**config.mk**
```make
export PLATFORM = sky130hd
export DESIGN_NAME = reset_source_combiner
export DESIGN_NICKNAME = d
export VERILOG_FILES = /design/src/core/rsc_pkg.sv /design/src/core/reset_source_combiner.sv /design/src/core/rsc_sync.sv /design/src/core/rsc_axi_slave.sv
export SDC_FILE = /design/constraint.sdc
export NUM_CORES = 1
export LEC_CHECK = 0
export BUFFER_PORTS_ARGS = -buffer_cell sky130_fd_sc_hd__buf_4
export CAP_MARGIN = 40
export CORE_ASPECT_RATIO = 0.6
export CORE_UTILIZATION = 45
export CTS_CLUSTER_DIAMETER = 40
export DETAILED_ROUTE_END_ITERATION = 7
export GPL_ROUTABILITY_DRIVEN = 0
export PLACE_DENSITY = 0.72
export SYNTH_ARGS = -nofsm -noshare
export SYNTH_HDL_FRONTEND = slang
export SYNTH_SLANG_ARGS = --single-unit
```
**constraint.sdc**
```tcl
create_clock -name clk_sys -period 4.5 [get_ports clk_sys]
set_clock_uncertainty 0.1 [all_clocks]
set_input_delay 0.45 -clock clk_sys [delete_from_list [all_inputs] [get_ports clk_sys]]
set_output_delay 0.45 -clock clk_sys [all_outputs]
set_load 0.03 [all_outputs]
```
**src/core/rsc_pkg.sv**
```systemverilog
// package: constants, field positions and carrier types of the reset source combiner
// assumes a 40 MHz system clock and an AXI4-Lite register bus with 32-bit data
package rsc_pkg;

  // ************************************************************
  // timing
  // ************************************************************
  localparam int CLK_PERIOD_NS = 25;
  localparam int T_POR_NS = 10000;
  localparam int T_RST_NS = 32000;
  localparam int POR_CYC = (T_POR_NS + CLK_PERIOD_NS - 1) / CLK_PERIOD_NS;
  localparam int RST_CYC = (T_RST_NS + CLK_PERIOD_NS - 1) / CLK_PERIOD_NS;
  localparam int CNT_W = 11;
  localparam logic [CNT_W-1:0] POR_HOLD = CNT_W'(POR_CYC + RST_CYC);
  localparam logic [CNT_W-1:0] RST_HOLD = CNT_W'(RST_CYC);

  // ************************************************************
  // register map
  // ************************************************************
  localparam int ADDR_W = 12;
  localparam logic [ADDR_W-1:0] CAUSE_OFF = 12'h000;
  localparam logic [ADDR_W-1:0] STATUS_OFF = 12'h004;
  localparam logic [1:0] RESP_OKAY = 2'h0;
  localparam logic [1:0] RESP_SLVERR = 2'h2;
  localparam logic [1:0] SEL_NONE = 2'h0;
  localparam logic [1:0] SEL_CAUSE = 2'h1;
  localparam logic [1:0] SEL_STATUS = 2'h2;

  // reset_cause_control fields
  localparam int B_TRAP = 15;
  localparam int B_BADOP = 14;
  localparam int B_CFGMIS = 9;
  localparam int B_VREG = 8;
  localparam int B_PIN = 7;
  localparam int B_SOFT = 6;
  localparam int B_WDEN = 5;
  localparam int B_WATCHDOG_TIMEOUT_FLAG = 4;
  localparam int B_SLEEP = 3;
  localparam int B_IDLE = 2;
  localparam int B_BROWN = 1;
  localparam int B_POR = 0;
  localparam logic [15:0] CAUSE_POR_VAL = 16'h0003;
  localparam logic [15:0] CAUSE_WR_MASK = 16'hC3FF;

  // status register fields
  localparam int ST_MRST = 0;
  localparam int ST_WDEN = 1;
  localparam int ST_VREG = 2;

  // ************************************************************
  // carriers
  // ************************************************************
  typedef struct packed {
    logic trapConflict;
    logic illegalOp;
    logic uninitWreg;
    logic cfgMismatch;
    logic softReset;
    logic wdtTimeout;
  } core_src_t;

  typedef struct packed {
    logic watchdogClearInstr;
    logic powerSaveInstr;
    logic powerSaveOperand;
  } core_evt_t;

  typedef struct packed {
    logic awvalid;
    logic [ADDR_W-1:0] awaddr;
    logic wvalid;
    logic [31:0] wdata;
    logic [3:0] wstrb;
    logic bready;
    logic arvalid;
    logic [ADDR_W-1:0] araddr;
    logic rready;
  } axi_req_t;

  typedef struct packed {
    logic awready;
    logic wready;
    logic bvalid;
    logic [1:0] bresp;
    logic arready;
    logic rvalid;
    logic [31:0] rdata;
    logic [1:0] rresp;
  } axi_rsp_t;

endpackage : rsc_pkg

```
**src/core/reset_source_combiner.sv**
```systemverilog
// reset source combiner: merges all reset sources into the master reset and keeps cause flags
// assumes rstn is the power-on reset; pin and brown-out inputs are asynchronous levels
module reset_source_combiner (
  input wire logic clk_sys,
  input wire logic rstn,
  input wire logic masterClearPinN,
  input wire logic brownoutDetect,
  input rsc_pkg::core_src_t coreSrc,
  input rsc_pkg::core_evt_t coreEvt,
  input wire logic fuseWatchdogForce,
  input rsc_pkg::axi_req_t axiReq,
  output rsc_pkg::axi_rsp_t axiRsp,
  output logic masterResetSignal,
  output logic watchdogEnable,
  output logic regulatorKeepActive
);
  import rsc_pkg::*;

  localparam int RST_CYC_I = RST_CYC;

  typedef struct packed {
    logic [15:0] cause;
    logic [CNT_W-1:0] holdCnt;
    logic mrst;
    logic wdEn;
    logic vregOn;
  } comb_state_t;

  comb_state_t s;
  comb_state_t n;

  logic pinSyncN;
  logic brownSync;
  logic holdReq;
  logic wrCause;
  logic [15:0] wrData;
  logic [1:0] wrStrb;
  logic [15:0] statusVal;

  // ************************************************************
  // pin and brown-out synchronisers
  // ************************************************************
  rsc_sync #(
    .W(1),
    .RST_VAL(1'b1)
  ) u_pin_sync (
    .clk_sys(clk_sys),
    .rstn(rstn),
    .din(masterClearPinN),
    .dout(pinSyncN)
  );

  rsc_sync #(
    .W(1),
    .RST_VAL(1'b0)
  ) u_brown_sync (
    .clk_sys(clk_sys),
    .rstn(rstn),
    .din(brownoutDetect),
    .dout(brownSync)
  );

  // ************************************************************
  // register bus
  // ************************************************************
  assign statusVal = {13'h0000, s.vregOn, s.wdEn, s.mrst};

  rsc_axi_slave u_axi (
    .clk_sys(clk_sys),
    .rstn(rstn),
    .axiReq(axiReq),
    .axiRsp(axiRsp),
    .causeVal(s.cause),
    .statusVal(statusVal),
    .wrCause(wrCause),
    .wrData(wrData),
    .wrStrb(wrStrb)
  );

  // ************************************************************
  // source combination and cause flags
  // ************************************************************
  // power-on is rstn itself; every other source holds the master reset
  assign holdReq = !pinSyncN || brownSync || (|coreSrc);

  always_comb
  begin
    n = s;
    // software write, byte lanes, unimplemented bits stay zero
    if (wrCause)
    begin
      if (wrStrb[0])
        n.cause[7:0] = wrData[7:0];
      if (wrStrb[1])
        n.cause[15:8] = wrData[15:8];
      n.cause = n.cause & CAUSE_WR_MASK;
    end
    if (coreEvt.watchdogClearInstr || coreEvt.powerSaveInstr)
      n.cause[B_WATCHDOG_TIMEOUT_FLAG] = 1'b0;
    // hardware sets come last so they beat the write
    if (coreSrc.trapConflict)
      n.cause[B_TRAP] = 1'b1;
    if (coreSrc.illegalOp || coreSrc.uninitWreg)
      n.cause[B_BADOP] = 1'b1;
    if (coreSrc.cfgMismatch)
      n.cause[B_CFGMIS] = 1'b1;
    if (!pinSyncN)
      n.cause[B_PIN] = 1'b1;
    if (coreSrc.softReset)
      n.cause[B_SOFT] = 1'b1;
    if (coreSrc.wdtTimeout)
      n.cause[B_WATCHDOG_TIMEOUT_FLAG] = 1'b1;
    if (coreEvt.powerSaveInstr && !coreEvt.powerSaveOperand)
      n.cause[B_SLEEP] = 1'b1;
    if (coreEvt.powerSaveInstr && coreEvt.powerSaveOperand)
      n.cause[B_IDLE] = 1'b1;
    if (brownSync)
      n.cause[B_BROWN] = 1'b1;
    // hold timer: restarts while any source is active
    if (holdReq)
    begin
      n.holdCnt = RST_HOLD;
      n.mrst = 1'b1;
    end
    else if (s.holdCnt != '0)
      n.holdCnt = CNT_W'(s.holdCnt - 1'b1);
    else
      n.mrst = 1'b0;
    n.wdEn = n.cause[B_WDEN] || fuseWatchdogForce;
    n.vregOn = n.cause[B_VREG];
  end

  // cause flags and controls only see power-on; master reset leaves them
  always_ff @(posedge clk_sys)
  begin
    if (!rstn)
    begin
      s.cause <= CAUSE_POR_VAL;
      s.holdCnt <= POR_HOLD;
      s.mrst <= 1'b1;
      s.wdEn <= 1'b0;
      s.vregOn <= 1'b0;
    end
    else
      s <= n;
  end

  assign masterResetSignal = s.mrst;
  assign watchdogEnable = s.wdEn;
  assign regulatorKeepActive = s.vregOn;

  // ************************************************************
  // checks
  // ************************************************************
  // cycles spent in master reset since the last active source
  logic [CNT_W:0] relCnt;

  always_ff @(posedge clk_sys)
  begin
    if (!rstn)
      relCnt <= '0;
    else if (holdReq || !s.mrst)
      relCnt <= '0;
    else
      relCnt <= (CNT_W+1)'(relCnt + 1'b1);
  end

  property p_src_rst;
    @(posedge clk_sys) disable iff (!rstn)
    holdReq |=> masterResetSignal;
  endproperty
  a_src_rst: assert property (p_src_rst) else $error("source without master reset");

  property p_hold_time;
    @(posedge clk_sys) disable iff (!rstn)
    $fell(masterResetSignal) |-> $past(relCnt) >= RST_CYC_I;
  endproperty
  a_hold_time: assert property (p_hold_time) else $error("master reset released early");

  property p_por_hold;
    @(posedge clk_sys) disable iff (!rstn)
    $rose(rstn) |-> masterResetSignal ##1 masterResetSignal[*8];
  endproperty
  a_por_hold: assert property (p_por_hold) else $error("power-on hold missing");

  property p_por_val;
    @(posedge clk_sys) disable iff (!rstn)
    $rose(rstn) |-> s.cause == CAUSE_POR_VAL;
  endproperty
  a_por_val: assert property (p_por_val) else $error("power-on cause value wrong");

  property p_pin_flag;
    @(posedge clk_sys) disable iff (!rstn)
    !pinSyncN |=> s.cause[B_PIN] && masterResetSignal;
  endproperty
  a_pin_flag: assert property (p_pin_flag) else $error("pin flag not set");

  property p_trap_flag;
    @(posedge clk_sys) disable iff (!rstn)
    coreSrc.trapConflict |=> s.cause[B_TRAP];
  endproperty
  a_trap_flag: assert property (p_trap_flag) else $error("trap flag not set");

  property p_badop_flag;
    @(posedge clk_sys) disable iff (!rstn)
    (coreSrc.illegalOp || coreSrc.uninitWreg) |=> s.cause[B_BADOP];
  endproperty
  a_badop_flag: assert property (p_badop_flag) else $error("bad opcode flag not set");

  property p_watchdog_timeout_flag_clr;
    @(posedge clk_sys) disable iff (!rstn)
    (coreEvt.watchdogClearInstr && !coreSrc.wdtTimeout) |=> !s.cause[B_WATCHDOG_TIMEOUT_FLAG];
  endproperty
  a_watchdog_timeout_flag_clr: assert property (p_watchdog_timeout_flag_clr) else $error("watchdog flag not cleared");

  property p_sleep_flag;
    @(posedge clk_sys) disable iff (!rstn)
    (coreEvt.powerSaveInstr && !coreEvt.powerSaveOperand) |=> s.cause[B_SLEEP];
  endproperty
  a_sleep_flag: assert property (p_sleep_flag) else $error("sleep flag not set");

  property p_set_wins;
    @(posedge clk_sys) disable iff (!rstn)
    (wrCause && wrStrb[1] && !wrData[B_CFGMIS] && coreSrc.cfgMismatch) |=> s.cause[B_CFGMIS];
  endproperty
  a_set_wins: assert property (p_set_wins) else $error("write beat hardware set");

  property p_wd_force;
    @(posedge clk_sys) disable iff (!rstn)
    fuseWatchdogForce |=> watchdogEnable;
  endproperty
  a_wd_force: assert property (p_wd_force) else $error("fuse did not force watchdog");

  property p_vreg_wr;
    @(posedge clk_sys) disable iff (!rstn)
    (wrCause && wrStrb[1]) |=> ##1 regulatorKeepActive == $past(wrData[B_VREG], 2);
  endproperty
  a_vreg_wr: assert property (p_vreg_wr) else $error("regulator control not written");

  property p_brown_flag;
    @(posedge clk_sys) disable iff (!rstn)
    brownSync |=> s.cause[B_BROWN] && masterResetSignal;
  endproperty
  a_brown_flag: assert property (p_brown_flag) else $error("brown-out flag not set");

  property p_wr_no_rst;
    @(posedge clk_sys) disable iff (!rstn)
    (wrCause && !holdReq && !masterResetSignal) |=> !masterResetSignal;
  endproperty
  a_wr_no_rst: assert property (p_wr_no_rst) else $error("write caused a reset");

  property p_cfg_flag;
    @(posedge clk_sys) disable iff (!rstn)
    coreSrc.cfgMismatch |=> s.cause[B_CFGMIS];
  endproperty
  a_cfg_flag: assert property (p_cfg_flag) else $error("mismatch flag not set");

  property p_cfg_keep;
    @(posedge clk_sys) disable iff (!rstn)
    (s.cause[B_CFGMIS] && !wrCause) |=> s.cause[B_CFGMIS];
  endproperty
  a_cfg_keep: assert property (p_cfg_keep) else $error("mismatch flag lost");

  property p_pin_keep;
    @(posedge clk_sys) disable iff (!rstn)
    (s.cause[B_PIN] && !wrCause) |=> s.cause[B_PIN];
  endproperty
  a_pin_keep: assert property (p_pin_keep) else $error("pin flag lost");

  property p_soft_flag;
    @(posedge clk_sys) disable iff (!rstn)
    coreSrc.softReset |=> s.cause[B_SOFT] && masterResetSignal;
  endproperty
  a_soft_flag: assert property (p_soft_flag) else $error("soft reset flag not set");

  property p_watchdog_timeout_flag_flag;
    @(posedge clk_sys) disable iff (!rstn)
    coreSrc.wdtTimeout |=> s.cause[B_WATCHDOG_TIMEOUT_FLAG];
  endproperty
  a_watchdog_timeout_flag_flag: assert property (p_watchdog_timeout_flag_flag) else $error("watchdog flag not set");

  property p_ps_watchdog_timeout_flag_clr;
    @(posedge clk_sys) disable iff (!rstn)
    (coreEvt.powerSaveInstr && !coreSrc.wdtTimeout) |=> !s.cause[B_WATCHDOG_TIMEOUT_FLAG];
  endproperty
  a_ps_watchdog_timeout_flag_clr: assert property (p_ps_watchdog_timeout_flag_clr) else $error("power-save kept watchdog flag");

  property p_idle_flag;
    @(posedge clk_sys) disable iff (!rstn)
    (coreEvt.powerSaveInstr && coreEvt.powerSaveOperand) |=> s.cause[B_IDLE];
  endproperty
  a_idle_flag: assert property (p_idle_flag) else $error("idle flag not set");

  property p_por_keep;
    @(posedge clk_sys) disable iff (!rstn)
    (s.cause[B_POR] && !wrCause) |=> s.cause[B_POR];
  endproperty
  a_por_keep: assert property (p_por_keep) else $error("power-on flag lost");

  property p_wd_soft;
    @(posedge clk_sys) disable iff (!rstn)
    !fuseWatchdogForce |=> watchdogEnable == s.cause[B_WDEN];
  endproperty
  a_wd_soft: assert property (p_wd_soft) else $error("watchdog enable not from flag");

  property p_hold_load;
    @(posedge clk_sys) disable iff (!rstn)
    holdReq |=> s.holdCnt == RST_HOLD;
  endproperty
  a_hold_load: assert property (p_hold_load) else $error("state reset time not loaded");

  property p_hold_mrst;
    @(posedge clk_sys) disable iff (!rstn)
    (s.holdCnt != '0) |-> masterResetSignal;
  endproperty
  a_hold_mrst: assert property (p_hold_mrst) else $error("master reset low while holding");

  property p_mrst_release;
    @(posedge clk_sys) disable iff (!rstn)
    (!holdReq && s.holdCnt == '0 && masterResetSignal) |=> !masterResetSignal;
  endproperty
  a_mrst_release: assert property (p_mrst_release) else $error("master reset not released");

  property p_por_ctl;
    @(posedge clk_sys) disable iff (!rstn)
    $rose(rstn) |-> !watchdogEnable && !regulatorKeepActive && s.holdCnt == POR_HOLD;
  endproperty
  a_por_ctl: assert property (p_por_ctl) else $error("power-on controls wrong");

endmodule : reset_source_combiner

```
**src/core/rsc_sync.sv**
```systemverilog
// two flip-flop synchroniser for pin level inputs
// assumes the inputs are slow levels from outside the clock domain
module rsc_sync #(
  parameter int W = 1,
  parameter logic [W-1:0] RST_VAL = '0
) (
  input wire logic clk_sys,
  input wire logic rstn,
  input wire logic [W-1:0] din,
  output logic [W-1:0] dout
);
  typedef struct packed {
    logic [W-1:0] stage1;
    logic [W-1:0] stage2;
  } sync_state_t;

  sync_state_t s;
  sync_state_t n;

  always_comb
  begin
    n.stage1 = din;
    n.stage2 = s.stage1;
  end

  always_ff @(posedge clk_sys)
  begin
    if (!rstn)
      s <= {RST_VAL, RST_VAL};
    else
      s <= n;
  end

  assign dout = s.stage2;

endmodule : rsc_sync

```
**src/core/rsc_axi_slave.sv**
```systemverilog
// AXI4-Lite slave for the two registers of the reset source combiner
// assumes one write and one read at most under way; unmapped words answer SLVERR
module rsc_axi_slave (
  input wire logic clk_sys,
  input wire logic rstn,
  input rsc_pkg::axi_req_t axiReq,
  output rsc_pkg::axi_rsp_t axiRsp,
  input wire logic [15:0] causeVal,
  input wire logic [15:0] statusVal,
  output logic wrCause,
  output logic [15:0] wrData,
  output logic [1:0] wrStrb
);
  import rsc_pkg::*;

  typedef struct packed {
    logic awHeld;
    logic wHeld;
    logic [ADDR_W-1:0] addr;
    logic [31:0] data;
    logic [3:0] strb;
    axi_rsp_t rsp;
    logic wrCause;
    logic [15:0] wrData;
    logic [1:0] wrStrb;
  } slave_state_t;

  slave_state_t s;
  slave_state_t n;

  // ************************************************************
  // address decode
  // ************************************************************
  function automatic logic [1:0] regSel(input logic [ADDR_W-1:0] a);
    if (a[ADDR_W-1:2] == CAUSE_OFF[ADDR_W-1:2])
      return SEL_CAUSE;
    else if (a[ADDR_W-1:2] == STATUS_OFF[ADDR_W-1:2])
      return SEL_STATUS;
    else
      return SEL_NONE;
  endfunction : regSel

  always_comb
  begin
    n = s;
    n.wrCause = 1'b0;
    if (axiReq.awvalid && s.rsp.awready)
    begin
      n.awHeld = 1'b1;
      n.addr = axiReq.awaddr;
    end
    if (axiReq.wvalid && s.rsp.wready)
    begin
      n.wHeld = 1'b1;
      n.data = axiReq.wdata;
      n.strb = axiReq.wstrb;
    end
    if (s.rsp.bvalid && axiReq.bready)
      n.rsp.bvalid = 1'b0;
    if (s.awHeld && s.wHeld && !s.rsp.bvalid)
    begin
      n.awHeld = 1'b0;
      n.wHeld = 1'b0;
      n.rsp.bvalid = 1'b1;
      n.rsp.bresp = (regSel(s.addr) == SEL_NONE) ? RESP_SLVERR : RESP_OKAY;
      n.wrCause = (regSel(s.addr) == SEL_CAUSE) && (|s.strb[1:0]);
      n.wrData = s.data[15:0];
      n.wrStrb = s.strb[1:0];
    end
    n.rsp.awready = !n.awHeld && !n.rsp.bvalid;
    n.rsp.wready = !n.wHeld && !n.rsp.bvalid;
    if (s.rsp.rvalid && axiReq.rready)
      n.rsp.rvalid = 1'b0;
    if (axiReq.arvalid && s.rsp.arready)
    begin
      n.rsp.rvalid = 1'b1;
      case (regSel(axiReq.araddr))
        SEL_CAUSE:
        begin
          n.rsp.rdata = {16'h0000, causeVal};
          n.rsp.rresp = RESP_OKAY;
        end
        SEL_STATUS:
        begin
          n.rsp.rdata = {16'h0000, statusVal};
          n.rsp.rresp = RESP_OKAY;
        end
        default:
        begin
          n.rsp.rdata = 32'h00000000;
          n.rsp.rresp = RESP_SLVERR;
        end
      endcase
    end
    n.rsp.arready = !n.rsp.rvalid;
  end

  always_ff @(posedge clk_sys)
  begin
    if (!rstn)
      s <= '0;
    else
      s <= n;
  end

  assign axiRsp = s.rsp;
  assign wrCause = s.wrCause;
  assign wrData = s.wrData;
  assign wrStrb = s.wrStrb;

endmodule : rsc_axi_slave

```
==> run summary, run 1 <==
Min-delay worst type -> primary input to flop
Largest net degree at the start of global routing -> 75
Detailed-route via count -> 2,833
Total clock sinks -> 89
CTS buffer count -> 9
WS Path Type -> flop to flop
Ys Warns -> 0
Count of cell types in the netlist -> 45
Setup Buffers After CTS -> 0
CP max-delay cell -> nor4b_1
Final nets -> 537
Crit path largest cell delay -> 0.67 ns
Critical path arrival -> 2.05 ns
Die ar. -> 8600 um2
Crit path max-delay family -> simple AND/OR/NAND/NOR gates
Die width -> 119 um
Worst setup SP type -> flop
Reg2reg path depth -> 6
Fin. max-slew vios -> 0
FP Rows -> 25
Layout cell share with drive strength beyond 1 -> 0.219
Max-cap viol count -> 0
Post-route setup TNS -> 0 ns
Max Root-Sink Buffers -> 2
# IOs -> 123
Pwr Density -> 385 nW/um2
Clk_lat worst skew -> 0.33 ns
DRT Wirelength -> 7.50 mm
Met3 usage -> 0.0574
Leakage -> 0.00182 uW
Peak VDD IR -> 0.167 mV
Crit-path max FO -> 5
CP Capture Type -> flop
Post-DRT Antenna Nets -> 0
Clock Root Buffer -> clkbuf_16
Stages on worst setup path -> 6
Fill count -> 731
Synthesized area -> 3700 um2
GRT busiest layer -> met1
CP Cell Sequence -> inv_1, ha_1, nor4b_1, a311oi_1, xnor2_1, nor2_1
Core area -> 7910 um2
Post-Synth Simple-Gate Area -> 0.207
DRT Pass-1 Iters -> 4
Starting Density -> 0.467
Fin. Hold Viols -> 0
CTS resizes -> 0
Total gr overflow -> 0
Register area -> 1780 um2
CP Buf/Inv Count -> 1
Synth Area in Compound Gates -> 0.162
Synth Flop Type -> dfxtp_1
Area Overhead vs Synth -> 19.4%
DR vias/cell -> 4.97
Drt drc -> 0
Vias in the first global route -> 2,443
Syn Inst Count -> 405
Slew headroom -> 0.467
Mapped Avg Cell Area -> 9.13 um2
Final period util -> 0.430
Drt wl/cell -> 13.2 um
Adder-Cell Fraction of Synth Area -> 0.00338
CTS tree -> done
Starting DRT DRC Count -> 137
Initial antenna violation count -> 0
Max frequency -> 0.517 GHz
Ys async rst share -> 0
Sequential area share after synthesis -> 0.482
Post-synth EDFFs -> 0
Ant. Diodes -> 0
Hold-fix buffers, CTS -> 0
First-pass GRT wire length -> 12.0 mm
Min cycle time layout -> 1.93 ns
RSZ-0062 raised after global routing -> no
DPL Wire Length -> 5.64 mm
Slew @ Worst Pin -> 0.789 ns
Final setup fails -> 0
CP required -> 4.62 ns
Multi-input logic area -> 1620 um2
Reg-to-reg slack, setup -> 2.57 ns
Register clock-pin slew on the reported worst setup and hold paths -> 0.06 ns
# H-tree levels -> 3
I/O Buffers -> 74
All-Layer GR Usage -> 0.183
Hold_ws -> 0.208 ns
Main combinational cell family by area after synthesis -> simple AND/OR/NAND/NOR gates
FF+latch count, synth -> 89
Met2 GRT Util -> 0.244
Vert. Die Dim -> 72.2 um
GR Util met1 -> 0.269
Hold depth -> 2
Outcome -> completed
Mux contribution to synthesized area -> 0.0318
XOR/XNOR share of the synthesized area -> 0.0118
## per-stage QoR
stage	instances	utilization	power (uW)	instance area [um2]	worst slack (ns)
CTS	570	0.558	1710	4410	2.58
detailed placement	554	0.520	999	4120	2.46
global placement	553	0.520	995	4110	2.51
global route	570	0.558	1760	4410	2.33
finish	570	0.558	1700	4410	2.57
floorplan	426	-	958	3780	2.74
## cell families after synthesis
group / count (synthesis)
adders and majority gates: 1
xor gates and xnor gates: 5
buffers and inverters: 59
muxes: 11
AOI/OAI and AO/OA: 81
other: 1
DFF: 89
and+or+nand+nor: 158
## worst paths after layout
check | startpoint | endpoint
worst max register to register | s[3] | s[8]
worst min register to register | u_pin_sync.n[0] | u_pin_sync.dout
worst max-delay path | s[3] | s[8]
worst min-delay path | masterClearPinN | u_pin_sync.n[0]
## layer usage
layer  up-vias  wire length (um)
li1       1424                 -
met1      1324              3990
met2        77              2980
met3         8               468
met4         0                59
met5         -                 0
## layout by cell type, fill, tap and decap left out, types with 9 or more instances in the layout
cell / instances
a21boi_0: 42
a22o_1: 9
buf_4: 76
clkbuf_16: 9
conb_1: 22
dfxtp_1: 89
nand2_1: 91
nand3_1: 9
nor2_1: 14
## power breakdown
group	switching, uW	internal (uW)	total, uW
logic	85.1	65.3	150
registers	17.9	814	832
clock network	282	435	716
## cell usage after synthesis, types with 3 or more instances
library cell,count,area (um2)
nand2_1,91,342
dfxtp_1,89,1780
a21boi_0,42,315
buf_4,41,308
clkbuf_1,15,56.3
nor2_1,14,52.6
a22o_1,9,78.8
nand3_1,9,45.0
and2_1,6,37.5
mux2_2,6,67.6
nand2b_1,6,37.5
a21oi_1,5,25.0
mux2i_1,5,50.1
nor3_1,5,25.0
xnor2_1,5,43.8
a21boi_1,4,30.0
nor4_1,4,25.0
o21a_1,4,30.0
a22oi_1,3,22.5
inv_1,3,11.3
nor2b_1,3,18.8
nor4b_1,3,26.3
o21ai_0,3,15.0
## final cells by class
cell class	instances	area share
Clock inverter	1	0.00170
Clock buffer	15	0.0652
Sequential cell	89	0.404
Timing Repair Buffer	76	0.129
Multi-Input combinational cell	278	0.367
Tap cell	108	0.0306
Inverter	3	0.00255
## flip-flops by register name (all words and copies together), names as in the netlist
| register | cells |
|---|---|
| masterResetSignal | 1 |
| u_brown_sync.dout | 1 |
| u_axi.wrStrb | 2 |
| u_brown_sync.n | 1 |
| u_axi.wrCause | 1 |
| u_pin_sync.n | 1 |
| u_axi.axiRsp | 19 |
| u_axi.s | 26 |
| u_pin_sync.dout | 1 |
| watchdogEnable | 1 |
| u_axi.wrData | 12 |
| s | 23 |
No activity file was read; power rests on OpenSTA's default activity.
==> inputs of run 2 (changes only) <==
- clock period: 4.5 -> 2 ns (I/O delays scaled with it)
==> run 2 against run 1 <==
Against the previous run:
- register-to-register slack got worse by 2.4 ns
- hold slack got worse by 0.20 ns
- total power increased by 140%
- first-iteration DRC count increased by 3.6%
- sequential share of layout area decreased by 1.2 points
- maximum frequency increased by 4.4%
- global-route usage increased by 1.4 points
- clock-buffer cell count decreased by 4
- design area increased by 3.1%
- die area unchanged
- combinational power increased by 140%
- critical endpoint is now s[9]
- highest routed layer unchanged
==> run summary, run 2 (synthesis results as in run 1) <==
Slew headroom -> 0.617 (+0.150)
Detailed-route via count -> 2,886 (+1.9%)
Max frequency -> 0.540 GHz (+4.4%)
Reg2reg path depth -> 6 (unchanged)
Vert. Die Dim -> 72.2 um (unchanged)
DP Area -> 4150 um2 (+0.73%)
Worst setup SP type -> flop
Fin. max-slew vios -> 0 (unchanged)
Min-delay worst type -> primary input to flop
Final nets -> 548 (+2.0%)
CTS buffer count -> 9 (unchanged)
Fin. Hold Viols -> 0 (unchanged)
Commonest non-fill, non-tap cell in the layout -> nand2_1
FP Rows -> 25 (unchanged)
Crit path to -> s[9]
Pwr Density -> 884 nW/um2 (+130%)
Largest net degree at the start of global routing -> 42 (-44%)
Reg-to-reg slack, setup -> 0.15 ns (-2.42 ns)
Register clock-pin slew on the reported worst setup and hold paths -> 0.06 ns (about the same)
First-pass GRT wire length -> 12.8 mm (+7.0%)
All-Layer GR Usage -> 0.197 (+0.0142)
Crit-path max FO -> 5 (unchanged)
Register area -> 1780 um2 (unchanged)
Vias in the first global route -> 2,556 (+4.6%)
Crit path launch -> s[3]
Clock Root Buffer -> clkbuf_16
Core area -> 7910 um2 (unchanged)
Drt drc -> 0 (unchanged)
Max Root-Sink Buffers -> 2 (unchanged)
Die ar. -> 8600 um2 (unchanged)
Cell area after layout -> 4550 um2 (+3.1%)
Worst r2r dst -> s[9]
Post-DRT Antenna Nets -> 0 (unchanged)
Fill count -> 716 (-2.1%)
# IOs -> 123 (unchanged)
DR vias/cell -> 4.97 (about the same)
Max-cap viol count -> 0 (unchanged)
Initial antenna violation count -> 0 (unchanged)
RSZ-0062 raised after global routing -> no
Largest register FFs -> 26 (unchanged)
Drt wl/cell -> 13.6 um (+3.5%)
Clk_lat worst skew -> 0.34 ns (about the same)
Slew @ Worst Pin -> 0.575 ns (-0.214 ns)
R2R Path Start -> s[3]
Ant. Diodes -> 0 (unchanged)
Post-route setup TNS -> 0 ns (unchanged)
Area Overhead vs Synth -> 23.1%
# H-tree levels -> 3 (unchanged)
Layout cell share with drive strength beyond 1 -> 0.228 (+0.00972)
Starting DRT DRC Count -> 142 (+3.6%)
Total clock sinks -> 89 (unchanged)
I/O Buffers -> 74 (unchanged)
CTS tree -> done
CP required -> 2.13 ns (-2.49 ns)
Most frequent cells in the layout -> nand2_1 (91), dfxtp_1 (89), buf_4 (80), a21boi_0 (42), conb_1 (22)
Starting Density -> 0.467 (unchanged)
Top reg by flops -> u_axi.s
DRT Wirelength -> 7.91 mm (+5.5%)
Final setup fails -> 0 (unchanged)
Multi-input logic area -> 1630 um2 (+0.69%)
CP Capture Type -> flop
WS Path Type -> flop to flop
Final period util -> 0.927 (+0.497)
Die width -> 119 um (unchanged)
Outcome -> completed
DRT Pass-1 Iters -> 4 (unchanged)
Critical path arrival -> 1.98 ns (-0.07 ns)
Leakage -> 0.00189 uW (+3.8%)
Peak VDD IR -> 0.444 mV (+170%)
Total gr overflow -> 0 (unchanged)
DPL Wire Length -> 5.80 mm (+2.7%)
Min cycle time layout -> 1.85 ns (-0.0814 ns)
-- run 2: area by class of cell --
cell class                 instances  area share
timing repair buffer              87       0.147
sequential                        89       0.391
tap                              108      0.0297
inverter                           3     0.00247
clock inverter                     5      0.0173
clock buffer                      11      0.0533
multi-input combinational        278       0.358
-- run 2: worst min-delay path by stage --
stage	slack (ns)	depth (start not counted)	to	startpoint
finish	0.01	3	u_axi.s[98]	axiReq[54]
global route	0.01	3	u_axi.s[98]	axiReq[54]
CTS	0.006	3	u_axi.s[99]	axiReq[55]
detailed placement	0.30	2	u_pin_sync.n[0]	masterClearPinN
global placement	0.29	2	u_pin_sync.n[0]	masterClearPinN
floorplan	0.20	1	u_pin_sync.n[0]	masterClearPinN
-- run 2: worst max-delay path, cell delays in order (launching register included) --
cell,delay (ns)
dfxtp_1,0.34
inv_1,0.07
ha_1,0.21
or3b_1,0.42
a2111oi_2,0.40
xnor2_1,0.16
nor2_1,0.05
-- run 2: routing by layer --
| layer | part of all wire | wire length (um) | vias up | global-route usage |
|---|---|---|---|---|
| met5 | 0 | 0 | - | 0 |
| met1 | 0.51 | 4020 | 1355 | 0.291 |
| li1 | - | - | 1447 | - |
| met2 | 0.41 | 3240 | 77 | 0.261 |
| met3 | 0.071 | 560 | 7 | 0.0676 |
| met4 | 0.011 | 86 | 0 | 0.0661 |
-- run 2: metrics by stage --
stage	utilization	setup slack [ns]	std cells	total power, uW	hold slack (ns)
5_1_grt	0.575	0.00313	581	4180	0.0147
3_3_place_gp	0.524	0.150	558	2240	0.288
4_1_cts	0.574	0.0400	581	4050	0.00578
3_5_place_dp	0.524	0.0646	558	2250	0.298
6_report	0.575	0.147	581	4020	0.00950
2_1_floorplan	-	0.243	426	2160	0.201
-- run 2: report_power, final --
part	internal, uW	leakage, uW	switching, uW
Combinational	159	0.00100	197
Clock	1130	0.000159	670
Sequential	1830	0.000726	41.4
-- run 2: timing repair --
action	CTS	global route
setup endpoints to repair	0	2
resized for setup	0	2
setup buffers	0	0
hold endpoints to repair	7	0
hold buffers	7	0
==> inputs of run 3 (changes only) <==
- SETUP_SLACK_MARGIN: not set -> 0.15
==> run 3 against run 2 <==
Against the previous run:
- sequential share of layout area decreased by 0.25 points
- sequential power about the same
- hold slack improved by 0.0053 ns
- register-to-register slack improved by 0.08 ns
- wire length increased by 1.1%
- combinational power increased by 2%
- critical path depth unchanged
- non-clock buffer count increased by 1
==> run summary, run 3 (synthesis results as in run 1) <==
CP required -> 2.14 ns (about the same)
CP Capture Type -> flop
Setup slack after layout -> 0.177 ns (+0.0304 ns)
Post-route setup TNS -> 0 ns (unchanged)
Commonest non-fill, non-tap cell in the layout -> nand2_1
Most frequent cells in the layout -> nand2_1 (91), dfxtp_1 (89), buf_4 (81), a21boi_0 (42), conb_1 (22)
Dpl ws -> 0.0646 ns (unchanged)
Crit-path max FO -> 7 (+2)
Register clock-pin slew on the reported worst setup and hold paths -> 0.06 ns (about the same)
RSZ-0062 raised after global routing -> yes
Critical path arrival -> 1.96 ns (-0.02 ns)
DP Area -> 4150 um2 (unchanged)
# H-tree levels -> 3 (unchanged)
All-Layer GR Usage -> 0.197 (+0.000522)
Vias in the first global route -> 2,569 (+0.51%)
CP Buf/Inv Count -> 2 (+1)
Core area -> 7910 um2 (unchanged)
Placed Cells -> 558 (unchanged)
Max Root-Sink Buffers -> 2 (unchanged)
CP max-delay cell -> dlygate4sd3_1
DPL Wire Length -> 5.80 mm (unchanged)
Max-cap viol count -> 0 (unchanged)
Slew headroom -> 0.611 (-0.00563)
Final setup fails -> 0 (unchanged)
Die width -> 119 um (unchanged)
Final period util -> 0.911 (-0.0152)
Area Overhead vs Synth -> 23.8%
# IOs -> 123 (unchanged)
Pwr Density -> 879 nW/um2 (-0.50%)
First-pass GRT wire length -> 12.9 mm (+0.44%)
I/O Buffers -> 74 (unchanged)
Fin. Hold Viols -> 0 (unchanged)
DRT Wirelength -> 8.00 mm (+1.1%)
Fin. max-slew vios -> 0 (unchanged)
Min-delay worst type -> primary input to flop
Total gr overflow -> 0 (unchanged)
Vert. Die Dim -> 72.2 um (unchanged)
Largest net degree at the start of global routing -> 42 (unchanged)
Drt wl/cell -> 13.7 um (+0.91%)
Peak VDD IR -> 0.443 mV (-0.29%)
Starting Density -> 0.467 (unchanged)
Final nets -> 549 (+0.18%)
Hold_ws -> 0.0148 ns (+0.00528 ns)
Worst setup SP type -> primary input
Total clock sinks -> 89 (unchanged)
Post-DRT Antenna Nets -> 0 (unchanged)
Max frequency -> 0.549 GHz (+1.7%)
Fill count -> 716 (unchanged)
DR vias/cell -> 4.98 (+0.24%)
Top reg by flops -> u_axi.s
Fin cells -> 582 (+0.17%)
WS Path Type -> primary input to flop
Min cycle time layout -> 1.82 ns (-0.0304 ns)
CTS tree -> done
FP Rows -> 25 (unchanged)
DRT Pass-1 Iters -> 4 (unchanged)
CTS buffer count -> 9 (unchanged)
Crit path largest cell delay -> 0.53 ns (+0.11 ns)
Starting DRT DRC Count -> 200 (+41%)
Outcome -> completed
Detailed-route via count -> 2,898 (+0.42%)
Layout cell share with drive strength beyond 1 -> 0.236 (+0.00796)
Crit path max-delay family -> simple AND/OR/NAND/NOR gates
Die ar. -> 8600 um2 (unchanged)
Largest register FFs -> 26 (unchanged)
Leakage -> 0.00189 uW (+0.19%)
Slew @ Worst Pin -> 0.583 ns (+0.00845 ns)
Clk_lat worst skew -> 0.34 ns (about the same)
Cell area after layout -> 4580 um2 (+0.63%)
Drt drc -> 0 (unchanged)
Clock Root Buffer -> clkbuf_16
Initial antenna violation count -> 0 (unchanged)
Ant. Diodes -> 0 (unchanged)
CP Cell Sequence -> dlygate4sd3_1, buf_4, nor4_2, and4b_1, nand2_1, a21o_1
[run 3: layout make-up]
type | count | area [um2] | share of cell area
flip-flops and latches | 89 | 1780 | 0.389
multi-input cells | 278 | 1650 | 0.361
repair buffers | 88 | 678 | 0.148
clock buffers | 11 | 243 | 0.0530
well taps | 108 | 135 | 0.0295
clock inverters | 5 | 78.8 | 0.0172
inverters | 3 | 11.3 | 0.00246
[run 3: routing by layer]
metal  GRT usage  up-vias  wire length, um
met5           0        -                0
met2       0.261      103             3200
li1            -     1451                -
met1       0.290     1337             4100
met3      0.0723        7              612
met4      0.0661        0               85
[run 3: power by group]
group	internal, uW	switching, uW	total (uW)
clock	1130	669	1790
sequential	1830	41.3	1870
combinational	162	199	361
total	3120	910	4030
[run 3: stage by stage]
step | total power, uW | utilization
floorplan | 2160 | -
global placement | 2240 | 0.524
detailed placement | 2250 | 0.524
CTS | 4060 | 0.576
global route | 4190 | 0.579
finish | 4030 | 0.579
[run 3: final timing paths]
kind	startpoint	end	slack (ns)	cells past startpoint
setup / recovery	coreSrc[0]	masterResetSignal	0.18	6
hold / removal	axiReq[55]	u_axi.s[99]	0.01	3
setup reg to reg	s[4]	s[12]	0.23	5
hold reg to reg	u_axi.s[98]	u_axi.wrCause	0.32	1
[run 3: worst register-to-register path, delay by kind of cell, from the launching register on]
| family | cells | cell delay (ns) |
|---|---|---|
| DFF | 1 | 0.33 |
| AOI/OAI and AO/OA | 1 | 0.08 |
| buffers and inverters | 1 | 0.16 |
| and+or+nand+nor | 2 | 0.80 |
| xor gates and xnor gates | 1 | 0.16 |
[run 3: what timing repair did]
action,in CTS,in global routing
resized for setup,2,5
endpoints found under the setup margin,1,9
hold buffers,7,0
pin swaps,0,2
buffers inserted,0,1
hold endpoints to repair,7,0
